`src/hdl/rsic_consts.vh`:
```
// Notes on behaviour
// - Second host irq follows local bus irq
// - Local bus irq queues no descriptor
// - Status read reports only new descriptors
// - Hard reset floats outputs, halts all
// - Hard reset completes in one clock
// - Hard reset also enters soft chip reset
// - Chip reset stops ports, keeps host state
// - Chip reset clears global word except mapping
// - Chip reset zeroes whole interrupt status word
// - Chip reset clears group word, alarm masks set
// - Chip reset zeroes write index, keeps queue
// - Channels deactivate after two line clocks
// - Chip reset zeroes port, protect, length, request
// - No acknowledge descriptor for chip reset
// - Group reset deactivates one direction; a transmit one floats data
// - Global init ack after both descriptors fetched
// - Status read clears count, first irq drops
`ifndef RSIC_CONSTS_VH
`define RSIC_CONSTS_VH

// Register indexes (word addresses on the plain port)
`define RSIC_A_GLOBAL 4'h0
`define RSIC_A_ISTAT 4'h1
`define RSIC_A_GROUP 4'h2
`define RSIC_A_PORT 4'h3
`define RSIC_A_PROT 4'h4
`define RSIC_A_MLEN 4'h5
`define RSIC_A_SREQ 4'h6
`define RSIC_A_IQPTR 4'h7
`define RSIC_A_IQLEN 4'h8
`define RSIC_A_STATUS 4'h9
`define RSIC_A_EVENT 4'ha

// Global word field
`define RSIC_PMAP_MASK 32'h0000_0003

// Group word alarm masks (bits 0 and 1 enable rx/tx)
`define RSIC_GRP_MASKS 32'h0000_0300
`define RSIC_GRP_RXEN 0
`define RSIC_GRP_TXEN 1

// Interrupt status fields
`define RSIC_IS_NEXT_LSB 16
`define RSIC_IS_FULL_BIT 15
`define RSIC_IS_CNT_W 15

// Service request fields
`define RSIC_SR_OP_LSB 8
`define RSIC_SR_DIR_BIT 5
`define RSIC_OP_NOP 5'h00
`define RSIC_OP_GLOBAL_INIT 5'h01
`define RSIC_OP_GROUP_INIT 5'h02
`define RSIC_OP_CHIP_RESET 5'h03
`define RSIC_OP_GROUP_RESET 5'h04
`define RSIC_OP_CH_ACT 5'h05
`define RSIC_OP_CH_DEACT 5'h06

// Misc
`define RSIC_ZERO 32'h0000_0000
`define RSIC_ONES 32'hffff_ffff
`define RSIC_LINE_EDGES 2'h2
`define RSIC_FETCH_DONE 2'h3

`endif

```
`src/hdl/rsic_top.v`:
```
`timescale 1ns/1ps
`include "rsic_consts.vh"
module rsic_top (
  input wire CLOCK,
  input wire RST_N,
  input wire [3:0] ADDR,
  input wire [31:0] WDATA,
  input wire WR,
  input wire RD,
  output reg [31:0] RDATA,
  input wire LOCAL_BUS_IRQ_IN_N,
  output wire HOST_IRQ_FIRST_N,
  output wire HOST_IRQ_FIRST_OE,
  output wire HOST_IRQ_SECOND_N,
  output wire HOST_IRQ_SECOND_OE,
  input wire DESC_QUEUED,
  input wire QUEUE_FULL,
  input wire FETCH_GLOBAL_DONE,
  input wire FETCH_IQ_DONE,
  input wire TX_LINE_CLOCK,
  input wire RX_LINE_CLOCK,
  output wire TX_SERIAL_DATA_OE,
  output wire PORTS_RUN,
  output reg ACK_PULSE,
  output reg [4:0] OP_PULSE
);
  reg [31:0] global_reg;
  reg [31:0] group_reg;
  reg [31:0] port_reg;
  reg [31:0] prot_reg;
  reg [31:0] mlen_reg;
  reg [31:0] sreq_reg;
  reg [31:0] iqptr_reg;
  reg [31:0] iqlen_reg;
  reg [15:0] next_irq_offset_reg;
  reg irq_queue_full_flag_reg;
  reg [14:0] irq_pending_count_reg;
  reg [14:0] irq_pending_count_next;
  reg [31:0] wr_index_reg;
  reg tx_active_reg;
  reg rx_active_reg;
  reg tx_pend_reg;
  reg rx_pend_reg;
  reg [1:0] fetch_reg;
  reg gi_wait_reg;
  reg chip_reset_reg;

  wire wr_sreq = WR && (ADDR == `RSIC_A_SREQ);
  wire [4:0] op = WDATA[`RSIC_SR_OP_LSB+4:`RSIC_SR_OP_LSB];
  wire dir_tx = WDATA[`RSIC_SR_DIR_BIT];
  wire tx_done;
  wire rx_done;

  // Operation decoder, used at write; the strobe output carries the raw opcode
  function [6:0] rsic_decode;
    input [4:0] code;
    input tx;
    begin
      rsic_decode = 7'h00;
      case (code)
        `RSIC_OP_CHIP_RESET: rsic_decode[0] = 1'b1;
        `RSIC_OP_GROUP_RESET: rsic_decode[tx ? 2 : 1] = 1'b1;
        `RSIC_OP_CH_ACT: rsic_decode[3] = 1'b1;
        `RSIC_OP_CH_DEACT: rsic_decode[4] = 1'b1;
        `RSIC_OP_GLOBAL_INIT: rsic_decode[5] = 1'b1;
        `RSIC_OP_GROUP_INIT: rsic_decode[6] = 1'b1;
        default: rsic_decode = 7'h00;
      endcase
    end
  endfunction

  wire [6:0] dec = wr_sreq ? rsic_decode(op, dir_tx) : 7'h00;
  wire do_scr = dec[0];

  //////////////////////////////////////////////////////////////////////
  // Configuration registers and soft chip reset clearing
  always @(posedge CLOCK or negedge RST_N) begin
    if (!RST_N) begin
      // Hard reset also zeroes the global mapping bits and the interrupt queue registers that a soft chip reset keeps
      global_reg <= `RSIC_ZERO;
      group_reg <= `RSIC_GRP_MASKS;
      port_reg <= `RSIC_ZERO;
      prot_reg <= `RSIC_ZERO;
      mlen_reg <= `RSIC_ZERO;
      sreq_reg <= `RSIC_ZERO;
      iqptr_reg <= `RSIC_ZERO;
      iqlen_reg <= `RSIC_ZERO;
      wr_index_reg <= `RSIC_ZERO;
      chip_reset_reg <= 1'b1;
    end else if (do_scr) begin
      global_reg <= global_reg & `RSIC_PMAP_MASK;
      group_reg <= `RSIC_GRP_MASKS;
      port_reg <= `RSIC_ZERO;
      prot_reg <= `RSIC_ZERO;
      mlen_reg <= `RSIC_ZERO;
      sreq_reg <= `RSIC_ZERO;
      wr_index_reg <= `RSIC_ZERO;
      chip_reset_reg <= 1'b1;
    end else begin
      if (WR) begin
        case (ADDR)
          `RSIC_A_GLOBAL: global_reg <= WDATA;
          `RSIC_A_GROUP: group_reg <= WDATA;
          `RSIC_A_PORT: port_reg <= WDATA;
          `RSIC_A_PROT: prot_reg <= WDATA;
          `RSIC_A_MLEN: mlen_reg <= WDATA;
          `RSIC_A_SREQ: sreq_reg <= WDATA;
          `RSIC_A_IQPTR: iqptr_reg <= WDATA;
          `RSIC_A_IQLEN: iqlen_reg <= WDATA;
          default: ;
        endcase
      end
      if (DESC_QUEUED)
        wr_index_reg <= wr_index_reg + 32'h1;
      if (dec[5])
        chip_reset_reg <= 1'b0;
    end
  end

  //////////////////////////////////////////////////////////////////////
  // Interrupt status word
  always @* begin
    irq_pending_count_next = irq_pending_count_reg;
    if (RD && ADDR == `RSIC_A_ISTAT)
      irq_pending_count_next = {`RSIC_IS_CNT_W{1'b0}};
    if (DESC_QUEUED)
      irq_pending_count_next = irq_pending_count_next + 15'h1;
  end

  always @(posedge CLOCK or negedge RST_N) begin
    if (!RST_N) begin
      next_irq_offset_reg <= 16'h0000;
      irq_queue_full_flag_reg <= 1'b0;
      irq_pending_count_reg <= 15'h0000;
    end else if (do_scr) begin
      next_irq_offset_reg <= 16'h0000;
      irq_queue_full_flag_reg <= 1'b0;
      irq_pending_count_reg <= 15'h0000;
    end else begin
      irq_pending_count_reg <= irq_pending_count_next;
      irq_queue_full_flag_reg <= QUEUE_FULL;
      if (WR && ADDR == `RSIC_A_ISTAT)
        next_irq_offset_reg <= WDATA[31:`RSIC_IS_NEXT_LSB];
    end
  end

  //////////////////////////////////////////////////////////////////////
  // Channel activity and pending deactivation per direction
  always @(posedge CLOCK or negedge RST_N) begin
    if (!RST_N) begin
      tx_active_reg <= 1'b0;
      rx_active_reg <= 1'b0;
      tx_pend_reg <= 1'b1;
      rx_pend_reg <= 1'b1;
    end else begin
      if (do_scr || dec[2]) begin
        tx_pend_reg <= 1'b1;
      end else if (tx_done) begin
        tx_pend_reg <= 1'b0;
        tx_active_reg <= 1'b0;
      end else if (dec[3] && !tx_pend_reg) begin
        tx_active_reg <= 1'b1;
      end else if (dec[4]) begin
        tx_active_reg <= 1'b0;
      end
      if (do_scr || dec[1]) begin
        rx_pend_reg <= 1'b1;
      end else if (rx_done) begin
        rx_pend_reg <= 1'b0;
        rx_active_reg <= 1'b0;
      end else if (dec[3] && !rx_pend_reg) begin
        rx_active_reg <= 1'b1;
      end else if (dec[4]) begin
        rx_active_reg <= 1'b0;
      end
    end
  end

  rsic_edge_cnt u_tx_cnt (
    .clk(CLOCK),
    .rst_n(RST_N),
    .start(do_scr | dec[2]),
    .line_clk(TX_LINE_CLOCK),
    .done(tx_done)
  );

  rsic_edge_cnt u_rx_cnt (
    .clk(CLOCK),
    .rst_n(RST_N),
    .start(do_scr | dec[1]),
    .line_clk(RX_LINE_CLOCK),
    .done(rx_done)
  );

  //////////////////////////////////////////////////////////////////////
  // Acknowledge generation; none for chip reset
  always @(posedge CLOCK or negedge RST_N) begin
    if (!RST_N) begin
      fetch_reg <= 2'h0;
      gi_wait_reg <= 1'b0;
      ACK_PULSE <= 1'b0;
      OP_PULSE <= 5'h00;
    end else begin
      ACK_PULSE <= 1'b0;
      OP_PULSE <= wr_sreq ? op : `RSIC_OP_NOP;
      if (dec[5]) begin
        gi_wait_reg <= 1'b1;
        fetch_reg <= 2'h0;
      end else if (gi_wait_reg) begin
        if (fetch_reg == `RSIC_FETCH_DONE) begin
          ACK_PULSE <= 1'b1;
          gi_wait_reg <= 1'b0;
        end
        fetch_reg <= fetch_reg | {FETCH_IQ_DONE, FETCH_GLOBAL_DONE};
      end else if (wr_sreq && !do_scr && op != `RSIC_OP_NOP) begin
        ACK_PULSE <= 1'b1;
      end
    end
  end

  //////////////////////////////////////////////////////////////////////
  // Register read port, data one cycle later
  always @(posedge CLOCK or negedge RST_N) begin
    if (!RST_N) begin
      RDATA <= `RSIC_ZERO;
    end else if (RD) begin
      case (ADDR)
        `RSIC_A_GLOBAL: RDATA <= global_reg;
        `RSIC_A_ISTAT: RDATA <= {next_irq_offset_reg, irq_queue_full_flag_reg, irq_pending_count_reg};
        `RSIC_A_GROUP: RDATA <= group_reg;
        `RSIC_A_PORT: RDATA <= port_reg;
        `RSIC_A_PROT: RDATA <= prot_reg;
        `RSIC_A_MLEN: RDATA <= mlen_reg;
        `RSIC_A_SREQ: RDATA <= sreq_reg;
        `RSIC_A_IQPTR: RDATA <= iqptr_reg;
        `RSIC_A_IQLEN: RDATA <= iqlen_reg;
        `RSIC_A_STATUS: RDATA <= {26'h0, chip_reset_reg, gi_wait_reg, tx_pend_reg, rx_pend_reg,
          tx_active_reg, rx_active_reg};
        `RSIC_A_EVENT: RDATA <= wr_index_reg;
        default: RDATA <= `RSIC_ONES;
      endcase
    end else begin
      RDATA <= `RSIC_ZERO;
    end
  end

  //////////////////////////////////////////////////////////////////////
  // Host interrupt pins, open drain; second passes the local bus irq through outside reset
  assign HOST_IRQ_FIRST_N = 1'b0;
  assign HOST_IRQ_FIRST_OE = RST_N && (irq_pending_count_reg != 15'h0000);
  assign HOST_IRQ_SECOND_N = 1'b0;
  assign HOST_IRQ_SECOND_OE = RST_N && !LOCAL_BUS_IRQ_IN_N;
  // Transmit data floats while reset or transmit deactivated
  assign TX_SERIAL_DATA_OE = RST_N && tx_active_reg && !tx_pend_reg && group_reg[`RSIC_GRP_TXEN];
  assign PORTS_RUN = RST_N && !chip_reset_reg;
endmodule

```
`src/hdl/rsic_edge_cnt.v`:
```
`timescale 1ns/1ps
`include "rsic_consts.vh"
module rsic_edge_cnt (
  input wire clk,
  input wire rst_n,
  input wire start,
  input wire line_clk,
  output wire done
);
  reg sync1_reg;
  reg sync2_reg;
  reg sync3_reg;
  reg [1:0] cnt_reg;
  reg busy_reg;

  // Line clock synchroniser and rising edge detect
  always @(posedge clk or negedge rst_n) begin
    if (!rst_n) begin
      sync1_reg <= 1'b0;
      sync2_reg <= 1'b0;
      sync3_reg <= 1'b0;
    end else begin
      sync1_reg <= line_clk;
      sync2_reg <= sync1_reg;
      sync3_reg <= sync2_reg;
    end
  end

  // Count two line clock pulses while pending
  always @(posedge clk or negedge rst_n) begin
    if (!rst_n) begin
      cnt_reg <= 2'h0;
      busy_reg <= 1'b0;
    end else if (start) begin
      cnt_reg <= 2'h0;
      busy_reg <= 1'b1;
    end else if (busy_reg && sync2_reg && !sync3_reg) begin
      if (cnt_reg == `RSIC_LINE_EDGES - 2'h1)
        busy_reg <= 1'b0;
      cnt_reg <= cnt_reg + 2'h1;
    end
  end

  assign done = busy_reg && sync2_reg && !sync3_reg && (cnt_reg == `RSIC_LINE_EDGES - 2'h1);
endmodule

```
`config.mk`:
```
export PLATFORM = sky130hd
export DESIGN_NAME = rsic_top
export DESIGN_NICKNAME = d
export VERILOG_FILES = /design/src/hdl/rsic_top.v /design/src/hdl/rsic_edge_cnt.v
export VERILOG_INCLUDE_DIRS = /design/src /design/src/hdl
export SDC_FILE = /design/constraint.sdc
export NUM_CORES = 1
export LEC_CHECK = 0
export ABC_AREA = 1
export BUFFER_PORTS_ARGS = -buffer_cell sky130_fd_sc_hd__buf_2
export CAP_MARGIN = 20
export CELL_PAD_IN_SITES_DETAIL_PLACEMENT = 1
export CELL_PAD_IN_SITES_GLOBAL_PLACEMENT = 1
export CORE_UTILIZATION = 40
export CTS_CLUSTER_SIZE = 30
export DETAILED_ROUTE_END_ITERATION = 10
export PLACE_DENSITY = 0.72
export SLEW_MARGIN = 10
export SYNTH_ARGS = -nofsm -noshare
export SYNTH_HDL_FRONTEND = slang
export SYNTH_SLANG_ARGS = --single-unit
```
`constraint.sdc`:
```
create_clock -name CLOCK -period 1.6 [get_ports CLOCK]
set_input_delay 0.32 -clock CLOCK [delete_from_list [all_inputs] [get_ports CLOCK]]
set_output_delay 0.32 -clock CLOCK [all_outputs]
set_load 0.01 [all_outputs]
```
-- After elaboration in Yosys (flattened, before gate mapping)
Index checks and enable logic that the tools add are counted.
- register bits after elaboration: 378
- bits of input ports: 47
- output and inout port bits: 44
- word-level logic and storage cells: 195
- $add $sub $neg: 4
- order comparisons: 2
- eq/ne operators: 18
- multiplexer cells: 68
- bitwise logic cells: 6
- reduce and logical (&&, ||, !) cells: 64
- operators with widths (operator ; count):
    $mux 32 ; 21
    $pmux 32 s11 ; 1
    $mux 15 ; 3
    $reduce_bool 2->1 ; 17
    $add 32x1->32 const B ; 1
    $mux 16 ; 2
    $mux 1 ; 26
    $logic_and 1x1->1 ; 20
    $reduce_and 2->1 ; 10
    $eq 4x3->1 const B ; 4
    $mux 2 ; 8
    $add 15x1->15 const B ; 1
    $eq 5x3->1 const B ; 3
    $reduce_bool 15->1 ; 1
    $eq 4x4->1 const B ; 3
    $reduce_and 3->1 ; 3
    $eq 4x2->1 const B ; 2
    $pmux 1 s2 ; 4
    $logic_not 1->1 ; 7
    $mux 6 ; 1
    $reduce_bool 3->1 ; 2
    $eq 5x1->1 const B ; 1
    $eq 5x2->1 const B ; 1
    $mux 5 ; 1
    other kinds (13) ; 19

-- Logic depth before layout (Yosys ltp)
- depth after elaboration: 13
- gate-level depth with buffers: 18
- depth with buffers taken out: 16

-- Modules after synthesis
From an unflattened synthesis, not the netlist that was laid out.
- cell total of the unflattened synthesis: 2139
- area, all modules: 17291.6 um^2
- modules (own cells, without submodules) (module ; instances ; cells each ; area each (um^2) ; seq. area each (um^2)):
    rsic_top ; 1 ; 2089 ; 16808.6 ; 9165.0
    rsic_edge_cnt ; 2 ; 25 ; 241.5 ; 150.1

-- Worst setup path after synthesis
OpenSTA, ideal clock, no wires.
- path type: in2reg
- start: input ADDR[0]
- end: register irq_pending_count_reg[14]
- library setup time: 0.120 ns
- data arrival time: 2.061 ns
- required time: 1.480 ns
- setup slack: -0.581 ns
- cell stages on the path: 17
- path buffers: 2
- cell sequence: inv_1 -> nor2_2 -> nand3_1 -> buf_2 -> buf_1 -> nand2_1 -> inv_1 -> ha_1 -> nand3_1 -> inv_1 -> nand2_1 -> nor2_1 -> nand2_1 -> nor2_1 -> nand3_1 -> o21ai_0 -> nor2_1
- longest elaborated chain between the ends: 6
- elaborated cells on any way between the ends: 9
- those cells by class: add/sub: 1; eq/ne: 2; mux: 4; reduce/logical: 2
- ends and longest elaborated chain (element ; line ; RTL):
    from (decl) ; rsic_top.v:6 ; input wire [3:0] ADDR,
    $eq 4x1->1 ; n/a ;
    $logic_and 1x1->1 (no source line) ; n/a ;
    $mux 15 ; rsic_top.v:124 ; if (RD && ADDR == `RSIC_A_ISTAT)
    $add 15x1->15 ; rsic_top.v:127 ; irq_pending_count_next = irq_pending_count_next + 15'h1;
    $mux 15 ; rsic_top.v:126 ; if (DESC_QUEUED)
    $mux 15 * ; rsic_top.v:135 ; end else if (do_scr) begin
    to (signal assigned) ; rsic_top.v:140 ; irq_pending_count_reg <= irq_pending_count_next;
    to (decl) ; rsic_top.v:37 ; reg [14:0] irq_pending_count_reg;
Mark *: on every way between the ends. The rest lies on a longest branch, timed or not.
A chain may end at the register's enable or synchronous reset.

-- Final worst setup path
- start: register irq_pending_count_reg[2]
- end: output HOST_IRQ_FIRST_OE
- longest elaborated chain between the ends: 2
- ends and longest elaborated chain (element ; line ; RTL):
    $reduce_bool 15->1 ; rsic_top.v:250 ; assign HOST_IRQ_FIRST_OE = RST_N && (irq_pending_count_reg != 15'h0000);
    $logic_and 1x1->1 ; rsic_top.v:250 ;
    to (decl) ; rsic_top.v:13 ; output wire HOST_IRQ_FIRST_OE,
Every way passes these cells.

==> impl_metrics.yaml <==
pwr:
  cellLeakagePower_uw: 0.0110
  powerDensity_mw_per_mm2: 1250
  ir_worst_vdd_uv: 649
sta:
  setup-tns-final_ns: -1.80
  rsz0062_at_grt: "yes"
  timing.hold.ws_ns: 0.0204
  fin_ws_ns: -0.408
  slew_headroom_pct: 33.2
  drv_slew: 0
  layout_min_cycle_time_ns: 2.01
  clock_skew_ns: 0.0187
  fmax_ghz: 0.498
  fin_crit_sh_pct: 126
  setup_viol: 21
  hold_viol_final: 0
  worst_slew_pin_slew_ns: 1.00
placed_design:
  place_ws_ns: -0.807
  port_buffers: 88
  placed_cells: 2797
  place_area_mm2: 0.0198
  dp_hpwl_um: 43800
  place.gp.congestion: 0.890
die:
  core_area_mm2: 0.0420
  die_area_mm2: 0.0436
  start_util_pct: 40.7
  die_y_um: 209
  io_pins: 91
  num_rows: 75
  die_w_um: 209
global_route:
  overflow: 0
  use_met1_pct: 41.1
  use_met3_pct: 5.73
  grt_pass1_wl_um: 97500
  grt_max_degree: 173
  met2_usage_pct: 45.7
  busiest_layer: "met2"
  grt_use_total_pct: 29.1
  grt_antenna_before_repair: 3
  grt_pass1_vias: 16781
worst_setup_path:
  crit_type: "reg -> out"
  path_delay_family: "flip-flops"
  cp.arrival_ns: 1.69
  crit_path_cell_trace: "nor4_2 > a31oi_1 > buf_2"
  cp_num_buf_inv: 1
  crit_path_max_incr_delay_ns: 0.45
  worstSetupEndpointType: "primary output"
  path_max_fanout: 5
  crit_path_top_delay_cell: "dfrtp_1"
  critPathLaunchType: "register"
  required_ns: 1.28
run_status:
  violations: "negative setup slack"
  status: "finished, violations left"
cts:
  cts_tree: "built"
  clock_latency_ns: 0.59
  cts.clk_slew.worst_paths_ns: 0.06
  clockBufferDepth: 3
  cts_root_buffer: "clkbuf_16"
  cts_buffers: 44
  cts_htree_levels: 2
  clock_sinks: 378
final_layout:
  final_layout_size_suffix_gt1_share_pct: 24.3
  area_delta_synth_final_pct: 29.7
  final_cell_mix: "504 x nand2_1, 365 x dfrtp_1, 254 x o21ai_0, 206 x inv_1, 196 x buf_4"
  stdcell_count: 2913
  design_area_mm2: 0.0222
  nets: 2390
  final_common_cell: "nand2_1"
logic_synthesis:
  ys_seq_area_share_pct: 55.4
  synth-seq-cells: 378
  synthDistinctLibCells: 45
  synth_top_flop_cell: "dfrtp_1"
  synth-async-reset-ratio_pct: 100
  syn-cell-area_mm2: 0.0171
  yosys_warnings: 0
  syn_avg_cell_area_um2: 8.29
  synth_edf_count: 0
  postSynthCellCount: 2062
drt:
  drt_pass1_iterations: 5
  ant_nets: 0
  via_per_inst: 5.47
  routed_wl_um: 63800
  wl_per_cell_um: 21.9
  drt_iter0_drc: 1270
  vias: 15927
  drc: 0
min_path:
  hp-class: "in -> reg"
run:
  max-cap-violations: 0
[logic make-up after synthesis]
kind of cell	count (synthesis)	synth area share, %
compound gates	518	16.9
flops	378	55.4
other cells	1	0.0219
xor+xnor	3	0.154
simple gates	793	19.0
fa+ha+maj	4	0.293
buf+inv	365	8.34
[cells in the mapped netlist (all sizes together), types with 6 or more instances]
master | instances | share of area, %
o2111ai | 17 | 0.87
dfrtp | 373 | 55
a21oi | 63 | 1.8
o22ai | 39 | 1.4
nor2 | 122 | 2.8
nand4 | 17 | 0.62
clkbuf | 66 | 1.4
nand2 | 528 | 12
a211oi | 42 | 1.8
nand3 | 89 | 2.7
buf | 38 | 1.2
nor3 | 28 | 0.85
o21ai | 339 | 10
clkinv | 6 | 0.13
inv | 255 | 5.6
[worst paths after layout]
check	from	to	slack, ns	cells past startpoint
min reg2reg	u_rx_cnt.sync1_reg	u_rx_cnt.sync2_reg	0.35	0
max in group asynchronous	RST_N	RDATA[28]	0.14	3
min in group asynchronous	RST_N	iqptr_reg[8]	0.19	2
max	irq_pending_count_reg[2]	HOST_IRQ_FIRST_OE	-0.41	3
max reg2reg	irq_pending_count_reg[1]	irq_pending_count_reg[10]	-0.17	15
min	FETCH_GLOBAL_DONE	fetch_reg[0]	0.02	3
[stage by stage]
step	util, %	power [uW]
after floorplan	-	14900
after global placement	47.1	16800
after detailed placement	47.1	17200
after CTS	51.4	27500
after global routing	52.7	29000
final	52.8	27800
[report_power, final]
part | internal (uW) | switching, uW | total (uW)
sequential | 11500 | 1140 | 12600
combinational | 2030 | 3150 | 5180
clock | 5890 | 4110 | 10000
[timing repair]
action | in CTS | in global routing
gates resized for setup | 71 | 119
setup endpoints to repair | 31 | 125
gates cloned | 0 | 0
buffers inserted | 15 | 21
endpoints found under the hold margin | 209 | 0
pin swaps | 21 | 41
hold buffers | 6 | 0
[cell type report]
type                            instances  area (um2)
Clock buffer                           71        1340
Sequential cell                       378        9480
Clock inverter                          9        80.1
Antenna cell                            1        2.50
Timing Repair Buffer                  334        2700
Inverter                              261        1010
Tap cell                              539         674
Fill cell                            4989       19900
Multi-Input combinational cell       1320        6880
[routing by layer]
layer,part of all wire [%],up-vias
met5,0.014,-
met4,2.1,2
met3,6.3,93
met2,47,424
met1,45,8097
li1,-,7311
[tightest hold or removal path, delay by kind of cell]
| kind | cells | cell delay [ns] |
|---|---|---|
| buffers and inverters | 1 | 0.08 |
| AOI/OAI and AO/OA | 1 | 0.05 |
| and+or+nand+nor | 1 | 0.10 |
Note: power is estimated with default switching activity, not from simulation.
